[config.mk]
export PLATFORM = sky130hd
export DESIGN_NAME = flash_erase_suspend_sequencer
export DESIGN_NICKNAME = d
export VERILOG_FILES = /design/src/design/flash_seq_pkg.sv /design/src/design/flash_bus_cycle.sv /design/src/design/flash_erase_suspend_sequencer.sv
export VERILOG_INCLUDE_DIRS = /design/src /design/src/design
export SDC_FILE = /design/constraint.sdc
export NUM_CORES = 1
export LEC_CHECK = 0
export ABC_AREA = 1
export BUFFER_PORTS_ARGS = -buffer_cell sky130_fd_sc_hd__buf_2
export CAP_MARGIN = 25
export CORE_AREA = 5 5 121 123
export DETAILED_ROUTE_END_ITERATION = 6
export DIE_AREA = 0 0 126 128
export GPL_TIMING_DRIVEN = 0
export PLACE_DENSITY = 0.74
export SYNTH_ARGS = -nofsm -noshare
export SYNTH_HDL_FRONTEND = slang
export SYNTH_SLANG_ARGS = --single-unit
[constraint.sdc]
create_clock -name clk_i -period 2.07 [get_ports clk_i]
set_input_delay 0.207 -clock clk_i [delete_from_list [all_inputs] [get_ports clk_i]]
set_output_delay 0.207 -clock clk_i [all_outputs]
set_load 0.1 [all_outputs]
[src/design/flash_seq_regs.svh]
// Constants for the flash erase and suspend sequencer host controller.
`ifndef FLASH_SEQ_REGS_SVH
`define FLASH_SEQ_REGS_SVH

`define CLK_MHZ          40
`define ERASE_WINDOW_US  50
`define SUSPEND_LAT_US   20
`define PROT_ABORT_US    100
`define ERS_RESUME_US    400
`define PGM_RESUME_US    5
`define SETUP_CYCLES     6
`define US_TO_CYC(us)    ((us) * `CLK_MHZ)

// Status byte field positions.
`define ST_POLL          7
`define ST_TOGGLE        6
`define ST_TLIMIT        5
`define ST_ETIMER        3
`define ST_STOGGLE       2
`define ST_BABORT        1

// Default command table, all of it replaceable by parameters.
`define UNLOCK1_ADDR     24'h000555
`define UNLOCK1_DATA     16'h00AA
`define UNLOCK2_ADDR     24'h0002AA
`define UNLOCK2_DATA     16'h0055
`define CONFIG_DATA      16'h0080
`define SECT_ERASE_DATA  16'h0030
`define CHIP_ERASE_DATA  16'h0010
`define SUSPEND_DATA     16'h00B0
`define RESUME_DATA      16'h0030
`define RESET_DATA       16'h00F0

`endif

[src/design/flash_seq_pkg.sv]
// Types shared by the flash sequencer host controller.
package flash_seq_pkg;

  typedef enum logic [2:0] {
    OP_SECT_ERASE,
    OP_ADD_SECTOR,
    OP_CHIP_ERASE,
    OP_ERASE_SUSPEND,
    OP_ERASE_RESUME,
    OP_PGM_SUSPEND,
    OP_PGM_RESUME,
    OP_RESET
  } op_e;

  typedef struct packed {
    logic [23:0] addr;
    logic [15:0] data;
  } bus_cycle_s;

  typedef struct packed {
    logic data_polling_bit;
    logic toggle_bit;
    logic time_limit_flag;
    logic erase_timer_flag;
    logic sector_toggle_bit;
    logic buffer_abort_flag;
  } status_s;

endpackage

[src/design/flash_bus_cycle.sv]
// One write or read cycle on the flash parallel pins.
`timescale 1ns/1ps
`include "flash_seq_regs.svh"

module flash_bus_cycle
  import flash_seq_pkg::*;
#(
  parameter int PULSE_CYC = 3
) (
  input  wire logic        clk_i,
  input  wire logic        rstn_i,
  input  wire logic        start_i,
  input  wire logic        write_i,
  input  wire bus_cycle_s  cyc_i,
  input  wire logic [15:0] dq_in_i,
  output logic             busy_o,
  output logic             done_o,
  output logic [15:0]      rdata_o,
  output logic [23:0]      addr_o,
  output logic [15:0]      dq_out_o,
  output logic             dq_oe_o,
  output logic             ce_n_o,
  output logic             we_n_o,
  output logic             oe_n_o
);

  logic [15:0] dq_s1;
  logic [15:0] dq_s2;
  logic [7:0]  cnt;
  logic        wr;
  wire         last = (cnt == 8'(PULSE_CYC));

  // Data pins are asynchronous to clk_i, so they pass two flops first.
  always_ff @(posedge clk_i or negedge rstn_i) begin
    if (!rstn_i) begin
      dq_s1 <= 16'h0000;
      dq_s2 <= 16'h0000;
    end else begin
      dq_s1 <= dq_in_i;
      dq_s2 <= dq_s1;
    end
  end

  // Write strobe held low for PULSE_CYC, read strobe for PULSE_CYC+1; reads sample at the end so sync settles.
  always_ff @(posedge clk_i or negedge rstn_i) begin
    if (!rstn_i) begin
      busy_o   <= 1'b0;
      done_o   <= 1'b0;
      cnt      <= 8'h00;
      wr       <= 1'b0;
      addr_o   <= 24'h000000;
      dq_out_o <= 16'h0000;
      rdata_o  <= 16'h0000;
    end else begin
      done_o <= 1'b0;
      if (!busy_o && start_i) begin
        busy_o   <= 1'b1;
        cnt      <= 8'h00;
        wr       <= write_i;
        addr_o   <= cyc_i.addr;
        dq_out_o <= cyc_i.data;
      end else if (busy_o) begin
        cnt <= cnt + 8'h01;
        if (last) begin
          busy_o  <= 1'b0;
          done_o  <= 1'b1;
          rdata_o <= dq_s2;
        end
      end
    end
  end

  assign dq_oe_o = busy_o && wr;
  assign ce_n_o  = !busy_o;
  assign we_n_o  = !(busy_o && wr && !last);
  assign oe_n_o  = !(busy_o && !wr);

endmodule // flash_bus_cycle

[src/design/flash_erase_suspend_sequencer.sv]
// Host controller sequencing flash erase, suspend and resume commands.
// What this block does
// - Sector erase starts only with six writes: unlock, unlock, config, two unlocks, erase.
// - Chip erase starts with six writes ending in the chip erase cycle.
// - Host issues resume and waits for the ready/busy pin, not the toggle bit, before another erase.
// - Resume only when suspended; wait 400us before next erase suspend.
// - Program resume only when suspended; 5us before next program suspend.
// - After a time-limit failure the host must send reset; the block does not enforce it and takes erases once ready returns.
`timescale 1ns/1ps
`include "flash_seq_regs.svh"

module flash_erase_suspend_sequencer
  import flash_seq_pkg::*;
#(
  parameter logic [23:0] UNLOCK1_ADDR = `UNLOCK1_ADDR,
  parameter logic [15:0] UNLOCK1_DATA = `UNLOCK1_DATA,
  parameter logic [23:0] UNLOCK2_ADDR = `UNLOCK2_ADDR,
  parameter logic [15:0] UNLOCK2_DATA = `UNLOCK2_DATA,
  parameter logic [15:0] CONFIG_DATA  = `CONFIG_DATA,
  parameter logic [15:0] SECT_DATA    = `SECT_ERASE_DATA,
  parameter logic [15:0] CHIP_DATA    = `CHIP_ERASE_DATA,
  parameter logic [15:0] SUSP_DATA    = `SUSPEND_DATA,
  parameter logic [15:0] RESUME_DATA  = `RESUME_DATA,
  parameter logic [15:0] RESET_DATA   = `RESET_DATA,
  parameter int          ERS_GAP_CYC  = `US_TO_CYC(`ERS_RESUME_US),
  parameter int          PGM_GAP_CYC  = `US_TO_CYC(`PGM_RESUME_US),
  parameter int          SUSP_LAT_CYC = `US_TO_CYC(`SUSPEND_LAT_US)
) (
  input  wire logic        clk_i,
  input  wire logic        rstn_i,
  input  wire logic        op_valid_i,
  input  wire op_e         op_i,
  input  wire logic [23:0] op_addr_i,
  output logic             op_ready_o,
  output logic             op_done_o,
  output logic             op_refused_o,
  input  wire logic        poll_i,
  input  wire logic [23:0] poll_addr_i,
  output logic             poll_done_o,
  output status_s          status_o,
  output logic             fail_o,
  output logic             toggle_stable_o,
  input  wire logic        ready_busy_n_i,
  output logic             ready_o,
  output logic [23:0]      addr_o,
  output logic [15:0]      dq_out_o,
  output logic             dq_oe_o,
  input  wire logic [15:0] dq_in_i,
  output logic             ce_n_o,
  output logic             we_n_o,
  output logic             oe_n_o
);

  typedef enum logic [2:0] {
    S_IDLE, S_WRITE, S_WWAIT, S_READ, S_RWAIT
  } state_e;

  typedef enum logic [1:0] {
    M_READ, M_ERASING, M_ERS_SUSP, M_PGM_SUSP
  } mode_e;

  state_e      state;
  mode_e       mode;
  op_e         cur_op;
  logic [2:0]  step;
  logic [2:0]  nsteps;
  logic [23:0] cur_addr;
  logic [18:0] gap_cnt;
  logic        gap_pgm;
  logic        busy_seen;
  logic        prev_tog;
  logic        have_prev;
  logic        rb_s1;
  logic        rb_s2;
  logic        cyc_done;
  logic [15:0] rdata;
  bus_cycle_s  cyc;

  // Resume to next suspend spacing; the host keeps it, not the device.
  // The counter is shared, so gap_pgm says which suspend it holds back.
  wire gap_open = (gap_cnt == 19'h00000);
  wire ers_ok   = gap_open || gap_pgm;
  wire pgm_ok   = gap_open || !gap_pgm;

  // Commands allowed by the tracked device mode.
  function automatic logic legal(input op_e op, input mode_e m);
    unique case (op)
      OP_SECT_ERASE, OP_CHIP_ERASE:
        legal = (m == M_READ);
      OP_ADD_SECTOR:    legal = (m == M_ERASING);
      OP_ERASE_SUSPEND: legal = (m == M_ERASING) && ers_ok;
      OP_ERASE_RESUME:  legal = (m == M_ERS_SUSP);
      OP_PGM_SUSPEND:   legal = (m == M_READ) && pgm_ok;
      OP_PGM_RESUME:    legal = (m == M_PGM_SUSP);
      OP_RESET:         legal = 1'b1;
    endcase
  endfunction

  // Sequence lengths: full erase setup is six writes, others are single.
  wire [2:0] len_of = (op_i == OP_SECT_ERASE || op_i == OP_CHIP_ERASE)
                      ? 3'(`SETUP_CYCLES) : 3'd1;
  wire accept = (state == S_IDLE) && op_valid_i && legal(op_i, mode);
  wire refuse = (state == S_IDLE) && op_valid_i && !legal(op_i, mode);
  wire start_rd = (state == S_IDLE) && !op_valid_i && poll_i;

  // Address and data of the current write cycle by sequence step.
  wire        is_unl1 = (step == 3'd0) || (step == 3'd3);
  wire        is_unl2 = (step == 3'd1) || (step == 3'd4);
  wire        multi   = (nsteps != 3'd1);
  wire [15:0] final_data =
      (cur_op == OP_CHIP_ERASE)    ? CHIP_DATA :
      (cur_op == OP_ERASE_SUSPEND) ? SUSP_DATA :
      (cur_op == OP_PGM_SUSPEND)   ? SUSP_DATA :
      (cur_op == OP_ERASE_RESUME)  ? RESUME_DATA :
      (cur_op == OP_PGM_RESUME)    ? RESUME_DATA :
      (cur_op == OP_RESET)         ? RESET_DATA : SECT_DATA;
  wire [23:0] final_addr = (cur_op == OP_CHIP_ERASE) ? UNLOCK1_ADDR
                                                     : cur_addr;
  assign cyc.addr = (multi && is_unl1) ? UNLOCK1_ADDR :
                    (multi && is_unl2) ? UNLOCK2_ADDR :
                    (multi && step == 3'd2) ? UNLOCK1_ADDR :
                    (state == S_READ) ? cur_addr : final_addr;
  assign cyc.data = (multi && is_unl1) ? UNLOCK1_DATA :
                    (multi && is_unl2) ? UNLOCK2_DATA :
                    (multi && step == 3'd2) ? CONFIG_DATA : final_data;

  // Sequence and poll state machine.
  always_ff @(posedge clk_i or negedge rstn_i) begin
    if (!rstn_i) begin
      state    <= S_IDLE;
      cur_op   <= OP_RESET;
      step     <= 3'd0;
      nsteps   <= 3'd1;
      cur_addr <= 24'h000000;
    end else begin
      unique case (state)
        S_IDLE: begin
          if (accept) begin
            state    <= S_WRITE;
            cur_op   <= op_i;
            cur_addr <= op_addr_i;
            nsteps   <= len_of;
            step     <= 3'd0;
          end else if (start_rd) begin
            state    <= S_READ;
            cur_addr <= poll_addr_i;
          end
        end
        S_WRITE: state <= S_WWAIT;
        S_WWAIT: begin
          if (cyc_done) begin
            if (step == nsteps - 3'd1) begin
              state <= S_IDLE;
            end else begin
              step  <= step + 3'd1;
              state <= S_WRITE;
            end
          end
        end
        S_READ:  state <= S_RWAIT;
        S_RWAIT: if (cyc_done) state <= S_IDLE;
      endcase
    end
  end

  wire seq_end = (state == S_WWAIT) && cyc_done && (step == nsteps - 3'd1);

  // Mode tracking, which lets the controller refuse illegal orders early.
  // The busy pin arrives two flops late, so ready only ends an erase once
  // a busy level has been seen after the last write of the sequence.
  always_ff @(posedge clk_i or negedge rstn_i) begin
    if (!rstn_i) begin
      mode    <= M_READ;
      gap_cnt <= 19'h00000;
      gap_pgm <= 1'b0;
      busy_seen <= 1'b0;
    end else begin
      if (!gap_open) gap_cnt <= gap_cnt - 19'h00001;
      if (seq_end) begin
        busy_seen <= 1'b0;
        unique case (cur_op)
          OP_SECT_ERASE, OP_CHIP_ERASE, OP_ADD_SECTOR:
            mode <= M_ERASING;
          OP_ERASE_SUSPEND: mode <= M_ERS_SUSP;
          OP_PGM_SUSPEND:   mode <= M_PGM_SUSP;
          OP_ERASE_RESUME: begin
            mode    <= M_ERASING;
            gap_cnt <= 19'(ERS_GAP_CYC);
            gap_pgm <= 1'b0;
          end
          OP_PGM_RESUME: begin
            mode    <= M_READ;
            gap_cnt <= 19'(PGM_GAP_CYC);
            gap_pgm <= 1'b1;
          end
          OP_RESET: mode <= M_READ;
        endcase
      end else if (mode == M_ERASING && !rb_s2) begin
        busy_seen <= 1'b1;
      end else if (mode == M_ERASING && state == S_IDLE && busy_seen) begin
        mode <= M_READ;     // Ready again: erase ended or aborted.
      end
    end
  end

  // Ready/busy pin is asynchronous; two flops before use.
  always_ff @(posedge clk_i or negedge rstn_i) begin
    if (!rstn_i) begin
      rb_s1 <= 1'b1;
      rb_s2 <= 1'b1;
    end else begin
      rb_s1 <= ready_busy_n_i;
      rb_s2 <= rb_s1;
    end
  end

  // Status capture; toggle stable means two equal successive toggle bits.
  always_ff @(posedge clk_i or negedge rstn_i) begin
    if (!rstn_i) begin
      status_o        <= '0;
      fail_o          <= 1'b0;
      toggle_stable_o <= 1'b0;
      prev_tog        <= 1'b0;
      have_prev       <= 1'b0;
      poll_done_o     <= 1'b0;
      op_done_o       <= 1'b0;
      op_refused_o    <= 1'b0;
    end else begin
      poll_done_o  <= 1'b0;
      op_done_o    <= seq_end;
      op_refused_o <= refuse;
      if (seq_end) have_prev <= 1'b0;
      if (state == S_RWAIT && cyc_done) begin
        poll_done_o <= 1'b1;
        status_o.data_polling_bit  <= rdata[`ST_POLL];
        status_o.toggle_bit        <= rdata[`ST_TOGGLE];
        status_o.time_limit_flag   <= rdata[`ST_TLIMIT];
        status_o.erase_timer_flag  <= rdata[`ST_ETIMER];
        status_o.sector_toggle_bit <= rdata[`ST_STOGGLE];
        status_o.buffer_abort_flag <= rdata[`ST_BABORT];
        fail_o          <= rdata[`ST_TLIMIT] && !rb_s2;
        prev_tog        <= rdata[`ST_TOGGLE];
        have_prev       <= 1'b1;
        toggle_stable_o <= have_prev &&
                           (prev_tog == rdata[`ST_TOGGLE]);
      end
    end
  end

  assign op_ready_o = (state == S_IDLE);
  assign ready_o    = rb_s2;

  flash_bus_cycle u_cycle (
    .clk_i    (clk_i),
    .rstn_i   (rstn_i),
    .start_i  ((state == S_WRITE) || (state == S_READ)),
    .write_i  (state == S_WRITE),
    .cyc_i    (cyc),
    .dq_in_i  (dq_in_i),
    .busy_o   (),
    .done_o   (cyc_done),
    .rdata_o  (rdata),
    .addr_o   (addr_o),
    .dq_out_o (dq_out_o),
    .dq_oe_o  (dq_oe_o),
    .ce_n_o   (ce_n_o),
    .we_n_o   (we_n_o),
    .oe_n_o   (oe_n_o)
  );

endmodule // flash_erase_suspend_sequencer

# Word level (Yosys, flattened, before mapping)
# Cells that the tools add are included.
# W data, S select, Z words.
dict set report op_classes {
  addsub 4
  multipliers 0
  n_bitwise 1
  shifts 0
  reduce_logical 60
  magnitude_cmp 0
  n_eq_ne 35
  n_div 0
  mux 49
}
# operator count
set op_table {}
lappend op_table {{$mux W24} 7}
lappend op_table {{$mux W8} 11}
lappend op_table {{$mux W19} 2}
lappend op_table {{$pmux W19 S2} 1}
lappend op_table {{$eq A3 B3 Y1 const B} 10}
lappend op_table {{$eq A3 B2 Y1 const B} 8}
lappend op_table {{$mux W3} 8}
lappend op_table {{$logic_and A1 B1 Y1} 22}
lappend op_table {{$logic_not A19 Y1} 1}
lappend op_table {{$sub A19 B1 Y19 const B} 1}
lappend op_table {{$pmux W3 S5} 1}
lappend op_table {{$reduce_bool A2 Y1} 7}
lappend op_table {{$eq A3 B1 Y1 const B} 4}
lappend op_table {{$logic_not A3 Y1} 4}
lappend op_table {{$mux W1} 12}
lappend op_table {{$logic_not A1 Y1} 9}
lappend op_table {{$add A8 B1 Y8 const B} 1}
lappend op_table {{$eq A8 B2 Y1 const B} 1}
lappend op_table {{$pmux W2 S4} 1}
lappend op_table {{$reduce_and A2 Y1} 4}
lappend op_table {{$pmux W1 S7} 1}
lappend op_table {{$logic_or A1 B1 Y1} 6}
lappend op_table {{$mux W2} 3}
lappend op_table {{$ne A2 B1 Y1 const B} 3}
lappend op_table {{16 further kinds} 21}
dict set report totals {
  in_bits 72
  romBits 0
  register_bits 148
  latchBits 0
  mem_count 0
  ram_bits 0
}

# Depth between registers and ports, before layout
# Gate-level depths: netlist of the first run.
dict set report logic_depth {
  ltp_word 10
  mapped_depth 16
}

# Hierarchy
# A second synthesis of the first run with hierarchy kept.
dict set report hier_totals {
  hier_cells 865
  hier_area_um2 7464.7
}
# mod instances area_each_um2 cells_each
set modules_own_cells {}
lappend modules_own_cells {flash_erase_suspend_sequencer 1 3950.0 517}
lappend modules_own_cells {flash_bus_cycle 1 3514.6 348}

# Least setup slack after synthesis of the first run
# OpenSTA, ideal clock, no wires.
dict set report synth_timing {
  kind {register to output}
  start {reg u_cycle.busy_o}
  end {out we_n_o}
  slack_ns -0.137
  required_time_ns 1.863
  stages_incl_launch_ff 5
  arrival_ns 2.000
  n_path_buf 1
  path_cell_list {dfrtp_1 clkbuf_1 nand2_1 inv_1 nand2_1}
}
dict set report synth_via {
  elab_chain_len 3
}
# element line
set synth_rtl {}
lappend synth_rtl {{from (decl)} flash_bus_cycle.sv:16} ;# output logic busy_o,
lappend synth_rtl {{from (signal assigned)} flash_bus_cycle.sv:47} ;# busy_o <= 1'b0;
lappend synth_rtl {{from (signal assigned)} flash_bus_cycle.sv:57} ;# busy_o <= 1'b1;
lappend synth_rtl {{from (signal assigned)} flash_bus_cycle.sv:65} ;# busy_o <= 1'b0;
lappend synth_rtl {{$logic_and A1 B1 Y1} --}
lappend synth_rtl {{via dq_oe_o} flash_erase_suspend_sequencer.sv:47} ;# output logic dq_oe_o,
lappend synth_rtl {{$logic_and A1 B1 Y1} flash_bus_cycle.sv:75} ;# assign we_n_o = !(busy_o && wr && !last);
lappend synth_rtl {{$logic_not A1 Y1} flash_bus_cycle.sv:75}
lappend synth_rtl {{to (decl)} flash_erase_suspend_sequencer.sv:50} ;# output logic we_n_o,
# The timed path passes the listed nets, and every way through them passes these cells.

# Worst setup path after layout of the first run
dict set report layout_timing {
  start {reg nsteps[0]}
  end {reg gap_cnt[12]}
}
dict set report layout_via {
  elab_chain_len 4
}
# element line
set layout_rtl {}
lappend layout_rtl {{from (decl)} flash_erase_suspend_sequencer.sv:66} ;# logic [2:0] nsteps;
lappend layout_rtl {{from (signal assigned)} flash_erase_suspend_sequencer.sv:142} ;# nsteps <= len_of;
lappend layout_rtl {{$sub A3 B1 Y3} flash_erase_suspend_sequencer.sv:166} ;# wire seq_end = (state == S_WWAIT) && cyc_done && (step == nsteps - 3'd1);
lappend layout_rtl {{$eq A3 B3 Y1} flash_erase_suspend_sequencer.sv:166}
lappend layout_rtl {{$logic_and A1 B1 Y1} flash_erase_suspend_sequencer.sv:166}
lappend layout_rtl {{via seq_end} flash_erase_suspend_sequencer.sv:166}
lappend layout_rtl {{$mux W19} flash_erase_suspend_sequencer.sv:179} ;# if (seq_end) begin
lappend layout_rtl {{to (signal assigned)} flash_erase_suspend_sequencer.sv:178} ;# if (!gap_open) gap_cnt <= gap_cnt - 19'h00001;
lappend layout_rtl {{to (signal assigned)} flash_erase_suspend_sequencer.sv:188} ;# gap_cnt <= 19'(ERS_GAP_CYC);
lappend layout_rtl {{to (signal assigned)} flash_erase_suspend_sequencer.sv:193} ;# gap_cnt <= 19'(PGM_GAP_CYC);
lappend layout_rtl {{to (decl)} flash_erase_suspend_sequencer.sv:68} ;# logic [18:0] gap_cnt;
# The timed path passes the listed nets, and every way through them passes these cells.
# A chain may end at the register's enable or synchronous reset.

==> results of run 1 <==
-- power by group --
part | internal, mW | switching (mW)
Clock | 1.62 | 1.06
Sequential | 2.60 | 0.0199
Combinational | 0.120 | 0.190
Total | 4.34 | 1.27
-- Yosys cell counts --
master	instances	share of area (%)
o21ai_1	6	0.50
clkbuf_1	10	0.63
nor2_2	4	0.42
conb_1	1	0.063
a31oi_1	2	0.21
a21oi_1	13	1.1
dfrtp_1	125	53
nand4_1	4	0.42
or4_1	1	0.13
or2_2	2	0.21
dfstp_2	6	2.7
ha_1	8	1.7
nand3_4	2	0.59
buf_4	12	1.5
nand2_1	218	14
a21boi_0	1	0.13
nor3_1	19	1.6
nor4_1	1	0.11
xor2_1	10	1.5
o21a_1	2	0.25
inv_2	3	0.19
nor2_1	50	3.2
buf_6	4	0.76
clkinv_1	2	0.13
nand3b_1	1	0.13
nor2_4	3	0.57
and2_1	1	0.11
o22ai_1	4	0.42
nand2_2	2	0.21
or2_1	1	0.11
inv_1	60	3.8
o31ai_1	2	0.25
o21ai_0	39	3.3
mux2i_1	1	0.17
nand3_1	58	4.9
xnor2_1	6	0.88
o211ai_1	6	0.76
buf_2	1	0.084
a211oi_1	1	0.13
-- logic make-up (layout without fill, tap and decap cells) --
group / Yosys count / count (layout) / share of synthesized area [%]
AO/OA/AOI/OAI: 76 / 76 / 7.03
XOR/XNOR: 16 / 16 / 2.36
adder cells (fa/ha/maj): 8 / 8 / 1.68
buffers and inverters: 92 / 278 / 7.09
flip-flops: 131 / 131 / 55.2
multiplexers: 1 / 1 / 0.168
other: 1 / 8 / 0.0630
AND/OR/NAND/NOR: 367 / 367 / 26.4
-- layer usage --
metal	up-vias	routed length (um)
li1	2563	-
met1	2447	6240
met2	120	7440
met3	39	552
met4	0	417
met5	-	0
-- flip-flops by register name (all words and copies together), names as in the netlist, 5 cells and up --
register,cells
u_cycle.addr_o,24
cur_addr,24
u_cycle.dq_out_o,6
gap_cnt,19
u_cycle.dq_s1,6
u_cycle.cnt,8
u_cycle.dq_s2,6
status_o,5
u_cycle.rdata_o,6
-- worst max-delay path by stage --
stage	from	end	slack, ns	cells after the start
floorplan	u_cycle.busy_o$_DFF_PN0_	we_n_o	0.1	4
global placement	rstn_i	u_cycle.addr_o[7]$_DFFE_PN0P_	-0.96	1
detailed placement	cur_op[1]$_DFFE_PN1P_	u_cycle.addr_o[23]$_DFFE_PN0P_	-0.25	8
CTS	nsteps[0]$_DFFE_PN1P_	gap_cnt[12]$_DFF_PN0_	-0.02	11
global route	nsteps[0]$_DFFE_PN1P_	gap_cnt[11]$_DFF_PN0_	-0.04	12
finish	nsteps[0]$_DFFE_PN1P_	gap_cnt[12]$_DFF_PN0_	0.08	13
-- area by class of cell --
cell class	instances	share of cell area (%)
Sequential cell	131	41.9
Timing Repair Buffer	157	13.0
Inverter	65	3.19
Multi-Input combinational cell	476	30.1
Tap cell	180	2.87
Clock inverter	11	1.16
Buffer	26	2.28
Clock buffer	19	5.52
-- per-stage QoR --
step	instance area, sq um	setup TNS (ns)
floorplan	5980	0
global placement	6760	-124.09
detailed placement	6790	-5.85
CTS	7760	-0.0154
global route	7850	-0.161
finish	7850	0
-- what timing repair did --
action | 4_1_cts | 5_1_grt
pin swaps | 7 | 8
setup endpoints to repair | 59 | 63
endpoints found under the hold margin | 58 | 0
gates cloned | 1 | 0
resized for setup | 16 | 17
setup buffers | 12 | 5
hold buffers | 28 | 0
-- worst max-delay path: cells and delay by family (launching register included) --
kind                       cells  cell delay, ns
adders and majority gates      1            0.15
buffers and inverters          2            0.17
and+or+nand+nor               10            1.01
DFF                            1            0.55
==> results.toml, run 1 <==
[status]
status = "completed"

[grt]
grt_most_used_layer = "met2"
met2_usage_pct = 31.6
gr-total-overflow = 0
grt_util_met3_pct = 4.17
gr-usage-met1_pct = 22.8
grt_pass1_wl_um = 24100
antenna_found_initial = 0
grt_pass1_vias = 5109
grt_usage_pct = 18.7
grt_max_degree = 92

[clocking]
cts_num_sinks = 131
cts.clk_slew.worst_paths_ns = 0.05
h-tree-depth = 4
tritoncts = "built"
clock_path_buffers = 2
insertion_delay_ns = 0.41
cts_buffers = 17
cts_root_buffer = "clkbuf_16"

[sta]
post-route-period-util_pct = 96.2
maxSlewViolCount = 0
hold_viol_final = 0
fin_crit_ns = 1.99
slew_headroom_pct = 61.5
fmaxAchievable_mhz = 502
fin_hold_ws_ns = 0.0173
tightest_slew_ns = 0.578
fin_skew_ns = 0.00634
rsz0062_at_grt = "true"
setup_ws_ns = 0.0779
setup_viol = 0

[setup_path]
critPathSlowestCell = "dfstp_2"
reg2regPathDepth = 13
r2r_end = "gap_cnt[12]$_DFF_PN0_"
setup.worst_path.class = "register to register"
path_cells = "ha_4 > inv_2 > nand2_2 > nand2_2 > nor3_4 > nand2_2 > nor2_4 > nand3_2 > nand2_2 > buf_6 > nor2_1 > nand2_1 > nand2_1"
cp_common_cell = "nand2_2"
reg2reg_from = "nsteps[0]$_DFFE_PN1P_"
critical_path_arrival_ns = 2.30
r2r_slack_ns = 0.08
worstPathMaxFanout = 5
start_kind = "register"
cp_slowest_stage_delay_ns = 0.55
critPathCaptureType = "register"
cp.required_ns = 2.37

[drt]
drc = 0
wire_per_inst_um = 13.8
routed_via_density = 4.85
via_count = 5169
drtAntennaViolNets = 0
wl_um = 14700
drt_iter0_drc = 383
drt_first_pass_iters = 4

[final_layout]
fill_cells = 1191
finalNonFillerCells = 1065
antenna_cells = 0
fin_nets = 954
seqCellArea_sq_mm = 0.00329
drive_gt1_share_pct = 24.7
final_common_cell = "nand2_1"
final_cell_mix = "nand2_1, dfrtp_1, buf_2, inv_1, nand3_1"
syn2layout_area_growth_pct = 31.9
multi_input_area_sq_mm = 0.00236
final_core_util_pct = 57.9

[min_path]
holdPathStages = 3
hold_end = "cur_addr[6]$_DFFE_PN0P_"
hold_start = "poll_addr_i[6]"
hold_path_class = "input pin to register"

[placed_design]
pre_cts_ws_ns = -0.247
io_buffers = 110
gp_congestion = 0.827
dp_hpwl_um = 10100
dpl.cell_count = 990

[power]
p_per_area_mw_per_mm2 = 715
leakagePower_nw = 4.16
power_mw = 5.61
ir_worst_vdd_uv = 460

[synth]
synth-seq-cells = 131
ys_seq_area_share_pct = 55.2
syn_inst = 692
yosysWarnings = 0
syn_avg_cell_area_sq_um = 8.60
synthDistinctLibCells = 39
netlist_area_sq_mm = 0.00595

[job]
cap_violations = 0

[floorplanning]
die_h_um = 128
dieArea_sq_mm = 0.0161
initial_core_util_pct = 43.9
rows = 43
core_sq_mm = 0.0136
die_x_um = 126
ios = 129
Note: power is estimated with default switching activity, not from simulation.
==> inputs of run 2 (changes only) <==
--- a/config.mk
+++ b/config.mk
@@ -9,11 +9,12 @@
 export ABC_AREA = 1
 export BUFFER_PORTS_ARGS = -buffer_cell sky130_fd_sc_hd__buf_2
 export CAP_MARGIN = 25
-export CORE_AREA = 5 5 121 123
+export CORE_AREA = 5 5 111 113
+export CTS_CLUSTER_SIZE = 25
 export DETAILED_ROUTE_END_ITERATION = 6
-export DIE_AREA = 0 0 126 128
+export DIE_AREA = 0 0 116 118
 export GPL_TIMING_DRIVEN = 0
-export PLACE_DENSITY = 0.74
+export PLACE_DENSITY = 0.83
 export SYNTH_ARGS = -nofsm -noshare
 export SYNTH_HDL_FRONTEND = slang
 export SYNTH_SLANG_ARGS = --single-unit
==> constraint.sdc (replaced) <==
create_clock -name clk_i -period 2.01 [get_ports clk_i]
set_input_delay 0.201 -clock clk_i [delete_from_list [all_inputs] [get_ports clk_i]]
set_output_delay 0.201 -clock clk_i [all_outputs]
set_load 0.1 [all_outputs]
==> results.toml, run 2 (same netlist as run 1, synthesis figures left out) <==
[status]
status = "finished with violations"
violations = "negative setup slack"

[placed_design]
dp_hpwl_um = 9780
dpl_cell_area_sq_mm = 0.00674
gp_congestion = 0.863
io_buffers = 110
pre_cts_ws_ns = -0.346

[power]
ir_worst_vdd_uv = 740
switchingPower_mw = 1.43
p_clk_share_pct = 51.3
leakagePower_nw = 4.41
p_per_area_mw_per_mm2 = 759
switching_share_pct = 22.8
p_int_mw = 4.84
power_mw = 6.27
comb_power_share_pct = 5.5
seqPwrFrac_pct = 43.2

[floorplanning]
rows = 39
core_sq_mm = 0.0112
dieArea_sq_mm = 0.0137
initial_core_util_pct = 53.0
ios = 129
die_x_um = 116
die_h_um = 118

[drt]
drt_first_pass_iters = 5
routed_via_density = 5.37
wire_per_inst_um = 16.2
via_count = 5551
drc = 0
wl_um = 16800
drtAntennaViolNets = 0
drt_iter0_drc = 576

[clocking]
cts.clk_slew.worst_paths_ns = 0.06
tritoncts = "built"
clock_path_buffers = 2
cts_buffers = 17
h-tree-depth = 4
cts_root_buffer = "clkbuf_16"
cts_num_sinks = 131
insertion_delay_ns = 0.43

[sta]
fin_crit_ns = 2.05
hold_viol_final = 0
rsz0062_at_grt = "true"
setup_ws_ns = -0.0374
maxSlewViolCount = 0
slew_headroom_pct = 62.6
final.setup.tns_ns = -0.0846
tightest_slew_ns = 0.561
setup_viol = 4
post-route-period-util_pct = 102
fmaxAchievable_mhz = 488
fin_skew_ns = 0.0116

[setup_path]
cp.required_ns = 2.32
path_cells = "ha_4 > xor2_1 > nor3_4 > nand2_2 > nor2_4 > nand3_2 > nand2_4 > buf_6 > nor2_1 > nand2_1 > nand2_1"
critPathCaptureType = "register"
critical_path_arrival_ns = 2.36
cp_common_cell = "nand2_1"
cp_slowest_stage_delay_ns = 0.56
worstPathMaxFanout = 5
crit_start = "nsteps[0]$_DFFE_PN1P_"
reg2reg_from = "nsteps[0]$_DFFE_PN1P_"
crit_buf_inv = 1
critPathSlowestCell = "dfstp_2"
path_delay_family = "simple AND/OR/NAND/NOR gates"
setup.worst_path.class = "register to register"
start_kind = "register"

[grt]
grt_usage_pct = 22.7
grt_pass1_vias = 5297
grt_pass1_wl_um = 24700
gr-total-overflow = 0
grt_max_degree = 79
antenna_found_initial = 1

[final_layout]
drive_gt1_share_pct = 30.9
syn2layout_area_growth_pct = 38.9
final_common_cell = "nand2_1"
fill_cells = 758
fin_nets = 957
largestRegisters = "cur_addr x24, u_cycle.addr_o x24, gap_cnt x19"
final_cell_mix = "nand2_1, dfrtp_1, buf_2, inv_1, nor2_1"
final_area_sq_mm = 0.00826
final_core_util_pct = 73.6

[min_path]
hold_path_class = "input pin to register"
hold_start = "op_addr_i[16]"

[job]
cap_violations = 0
==> run 2: cell type report <==
type | count | area (sq um) | share of cell area, %
multi-input cells | 476 | 2650 | 32.0
clock inverters | 11 | 153 | 1.85
plain buffers | 26 | 208 | 2.51
flip-flops and latches | 131 | 3290 | 39.8
clock buffers | 21 | 460 | 5.57
well taps | 143 | 179 | 2.17
repair buffers | 160 | 1070 | 12.9
diodes | 1 | 2.50 | 0.0303
inverters | 65 | 258 | 3.12
==> run 2: layer usage <==
metal / up-vias / wire length [um] / track usage [%]
met5: - / 0 / 0
met4: 0 / 590 / 8.77
met3: 66 / 1070 / 5.71
met2: 244 / 8950 / 39.7
met1: 2661 / 6180 / 26.2
li1: 2580 / - / -
==> run 2: power by group through the flow <==
stage,registers (mW),clock network (mW),logic [mW]
detailed placement,2.75,0,0.266
floorplan,2.75,0,0.127
global route,2.71,3.36,0.378
CTS,2.70,3.22,0.317
global placement,2.75,0,0.255
finish,2.71,3.22,0.347
==> run 2: timing repair <==
item	4_1_cts	5_1_grt
hold buffers	30	0
endpoints found under the setup margin	63	73
resized for setup	17	110
gates cloned	1	2
pin swaps	8	14
setup buffers	7	9
endpoints found under the hold margin	70	0
==> run 2: metrics by stage <==
| stage | std cells | hold slack [ns] |
|---|---|---|
| 2_1_floorplan | 699 | -0.0946 |
| 3_3_place_gp | 952 | 0.306 |
| 3_5_place_dp | 953 | 0.185 |
| 4_1_cts | 1022 | 0.00155 |
| 5_1_grt | 1034 | 0.00267 |
| 6_report | 1034 | 0.000634 |
==> run 2: path summary, 6_finish.rpt <==
check                                        endpoint  slack, ns  cells past startpoint
setup / recovery                gap_cnt[12]$_DFF_PN0_      -0.04                     11
setup reg to reg                gap_cnt[12]$_DFF_PN0_      -0.04                     11
min in group asynchronous       gap_cnt[16]$_DFF_PN0_       0.29                      2
hold / removal               cur_addr[16]$_DFFE_PN0P_     0.0006                      3
max in group asynchronous       nsteps[0]$_DFFE_PN1P_       0.95                      3
hold reg to reg            u_cycle.dq_s2[2]$_DFF_PN0_       0.35                      0
==> run 2: worst min-delay path: cells and delay by family <==
family / cells / cell delay, ns
buf+inv: 1 / 0.07
simple gates: 2 / 0.11
==> inputs of run 3 (changes only) <==
--- a/config.mk
+++ b/config.mk
@@ -7,14 +7,14 @@
 export NUM_CORES = 1
 export LEC_CHECK = 0
 export ABC_AREA = 1
-export BUFFER_PORTS_ARGS = -buffer_cell sky130_fd_sc_hd__buf_2
 export CAP_MARGIN = 25
-export CORE_AREA = 5 5 111 113
+export CORE_AREA = 5 5 110 112
 export CTS_CLUSTER_SIZE = 25
 export DETAILED_ROUTE_END_ITERATION = 6
-export DIE_AREA = 0 0 116 118
+export DIE_AREA = 0 0 115 117
+export DONT_BUFFER_PORTS = 1
 export GPL_TIMING_DRIVEN = 0
-export PLACE_DENSITY = 0.83
+export PLACE_DENSITY = 0.74
 export SYNTH_ARGS = -nofsm -noshare
 export SYNTH_HDL_FRONTEND = slang
 export SYNTH_SLANG_ARGS = --single-unit
==> results.toml, run 3 (same netlist as run 1, synthesis figures left out) <==
[setup_path]
crit_buf_inv = 1
critPathSlowestCell = "or2_4"
reg2regPathDepth = 10
reg2reg_from = "nsteps[0]$_DFFE_PN1P_"
setup.worst_path.class = "register to primary output"
cp_slowest_stage_delay_ns = 0.57
start_kind = "register"
critPathCaptureType = "primary output"
worstPathMaxFanout = 6
cp.required_ns = 1.81
critical_path_arrival_ns = 1.94
path_cells = "clkinvlp_4 > or2_4"
r2r_end = "gap_cnt[3]$_DFF_PN0_"
path_delay_family = "simple AND/OR/NAND/NOR gates"
r2r_slack_ns = -0.11

[final_layout]
fin_nets = 889
seqCellArea_sq_mm = 0.00329
drive_gt1_share_pct = 27.7
final_area_sq_mm = 0.00833
fill_cells = 672
largestRegisters = "cur_addr x24, u_cycle.addr_o x24, gap_cnt x19"
finalNonFillerCells = 966
final_common_cell = "nand2_1"
multi_input_area_sq_mm = 0.00284
final_cell_mix = "nand2_1, dfrtp_1, dlygate4sd3_1, inv_1, nor2_1"
syn2layout_area_growth_pct = 40.0

[clocking]
tritoncts = "built"
cts_buffers = 17
cts_num_sinks = 131
clock_path_buffers = 2
cts.clk_slew.worst_paths_ns = 0.06
ctsHoldBuffers = 56
cts_root_buffer = "clkbuf_16"
h-tree-depth = 4
insertion_delay_ns = 0.43

[min_path]
hold_path_class = "input pin to async pin"

[drt]
routed.top_layer = "met4"
via_count = 5620
routed_via_density = 5.82
drt_iter0_drc = 484
wl_um = 19100
drtAntennaViolNets = 0
drc = 1
met3_length_um = 1600
drt_first_pass_iters = 7
dr_wl_met2_um = 9850
wl_met1_um = 6750
wire_per_inst_um = 19.8

[sta]
setup_ws_ns = -0.133
hold_viol_final = 131
setup_viol = 43
fin_crit_ns = 2.14
fin_skew_ns = 0.0156
fin_hold_ws_ns = -0.521
maxSlewViolCount = 0
rsz0062_at_grt = "true"
tightest_slew_ns = 0.971
post-route-period-util_pct = 107
fmaxAchievable_mhz = 467
slew_headroom_pct = 35.3

[grt]
grt_pass1_wl_um = 24100
grt_max_degree = 132
grt_pass1_vias = 5110
antenna_found_initial = 0
grt_usage_pct = 22.9
gr-total-overflow = 0

[power]
leakagePower_nw = 4.17
p_per_area_mw_per_mm2 = 731
ir_worst_vdd_uv = 557
power_mw = 6.09

[status]
status = "finished with violations"
violations = "design-rule violations, negative hold slack, negative setup slack"

[floorplanning]
ios = 129
dieArea_sq_mm = 0.0135
die_h_um = 117
die_x_um = 115
initial_core_util_pct = 53.5
core_sq_mm = 0.0111
rows = 39

[placed_design]
dp_hpwl_um = 9470
io_buffers = 0
gp_congestion = 0.850
dpl.cell_count = 842
dpl_cell_area_sq_mm = 0.00616

[job]
cap_violations = 0
[run 3: cell types whose count changed in the layout (fill, tap and decap cells not counted), moves of 4 or more]
cell           previous run  this run
nand2_2                  16        27
dlygate4sd3_1            30        56
o21ai_0                  37        30
inv_1                    54        50
o21ai_2                   2         9
nor2_1                   45        41
nand2_1                 186       162
nor2_2                    6        10
buf_4                    28        34
nand2_4                  18        30
buf_2                   108         1
buf_6                     5        11
[run 3: cell type report]
type / instances / share of cell area, %
clock inverter: 9 / 1.25
timing repair buffer: 92 / 11.3
antenna: 1 / 0.0300
clock buffer: 23 / 5.74
multi-input combinational: 476 / 34.1
tap: 143 / 2.15
inverter: 65 / 3.43
sequential: 131 / 39.5
buffer: 26 / 2.57
[run 3: stage by stage]
step	utilization (%)	setup TNS, ns	setup WS [ns]	hold WS, ns
CTS	67.7	-0.502	-0.113	-0.531
detailed placement	55.4	-11.02	-0.457	-0.0906
global placement	55.4	-9.58	-0.469	-0.0893
floorplan	-	0	0.0424	-0.0946
global route	74.8	-7.24	-0.200	-0.537
finish	74.9	-2.07	-0.133	-0.521
[run 3: what timing repair did]
action,CTS,global route
setup buffers,14,17
hold endpoints to repair,165,131
gates cloned,1,4
pin swaps,17,33
resized for setup,38,174
setup endpoints to repair,71,80
[run 3: routing by layer]
layer	track usage, %	vias up
li1	-	2439
met1	26.3	2715
met2	39.0	360
met3	6.94	106
met4	11.8	0
met5	0	-
[run 3: worst max path at each step]
stage | start | end | slack (ns) | cells after the start
6_report | u_cycle.busy_o$_DFF_PN0_ | oe_n_o | -0.13 | 2
5_1_grt | u_cycle.cnt[0]$_DFFE_PN0P_ | u_cycle.rdata_o[2]$_DFFE_PN0P_ | -0.20 | 8
4_1_cts | u_cycle.busy_o$_DFF_PN0_ | oe_n_o | -0.11 | 2
3_5_place_dp | u_cycle.busy_o$_DFF_PN0_ | u_cycle.rdata_o[2]$_DFFE_PN0P_ | -0.46 | 6
3_3_place_gp | u_cycle.busy_o$_DFF_PN0_ | u_cycle.rdata_o[5]$_DFFE_PN0P_ | -0.47 | 6
2_1_floorplan | u_cycle.busy_o$_DFF_PN0_ | we_n_o | 0.04 | 4
[run 3: report_power, final]
| group | total [mW] | internal, mW | switching, mW |
|---|---|---|---|
| Combinational | 0.279 | 0.129 | 0.150 |
| Sequential | 2.72 | 2.68 | 0.0409 |
| Clock | 3.08 | 1.92 | 1.17 |
| Total | 6.09 | 4.73 | 1.36 |
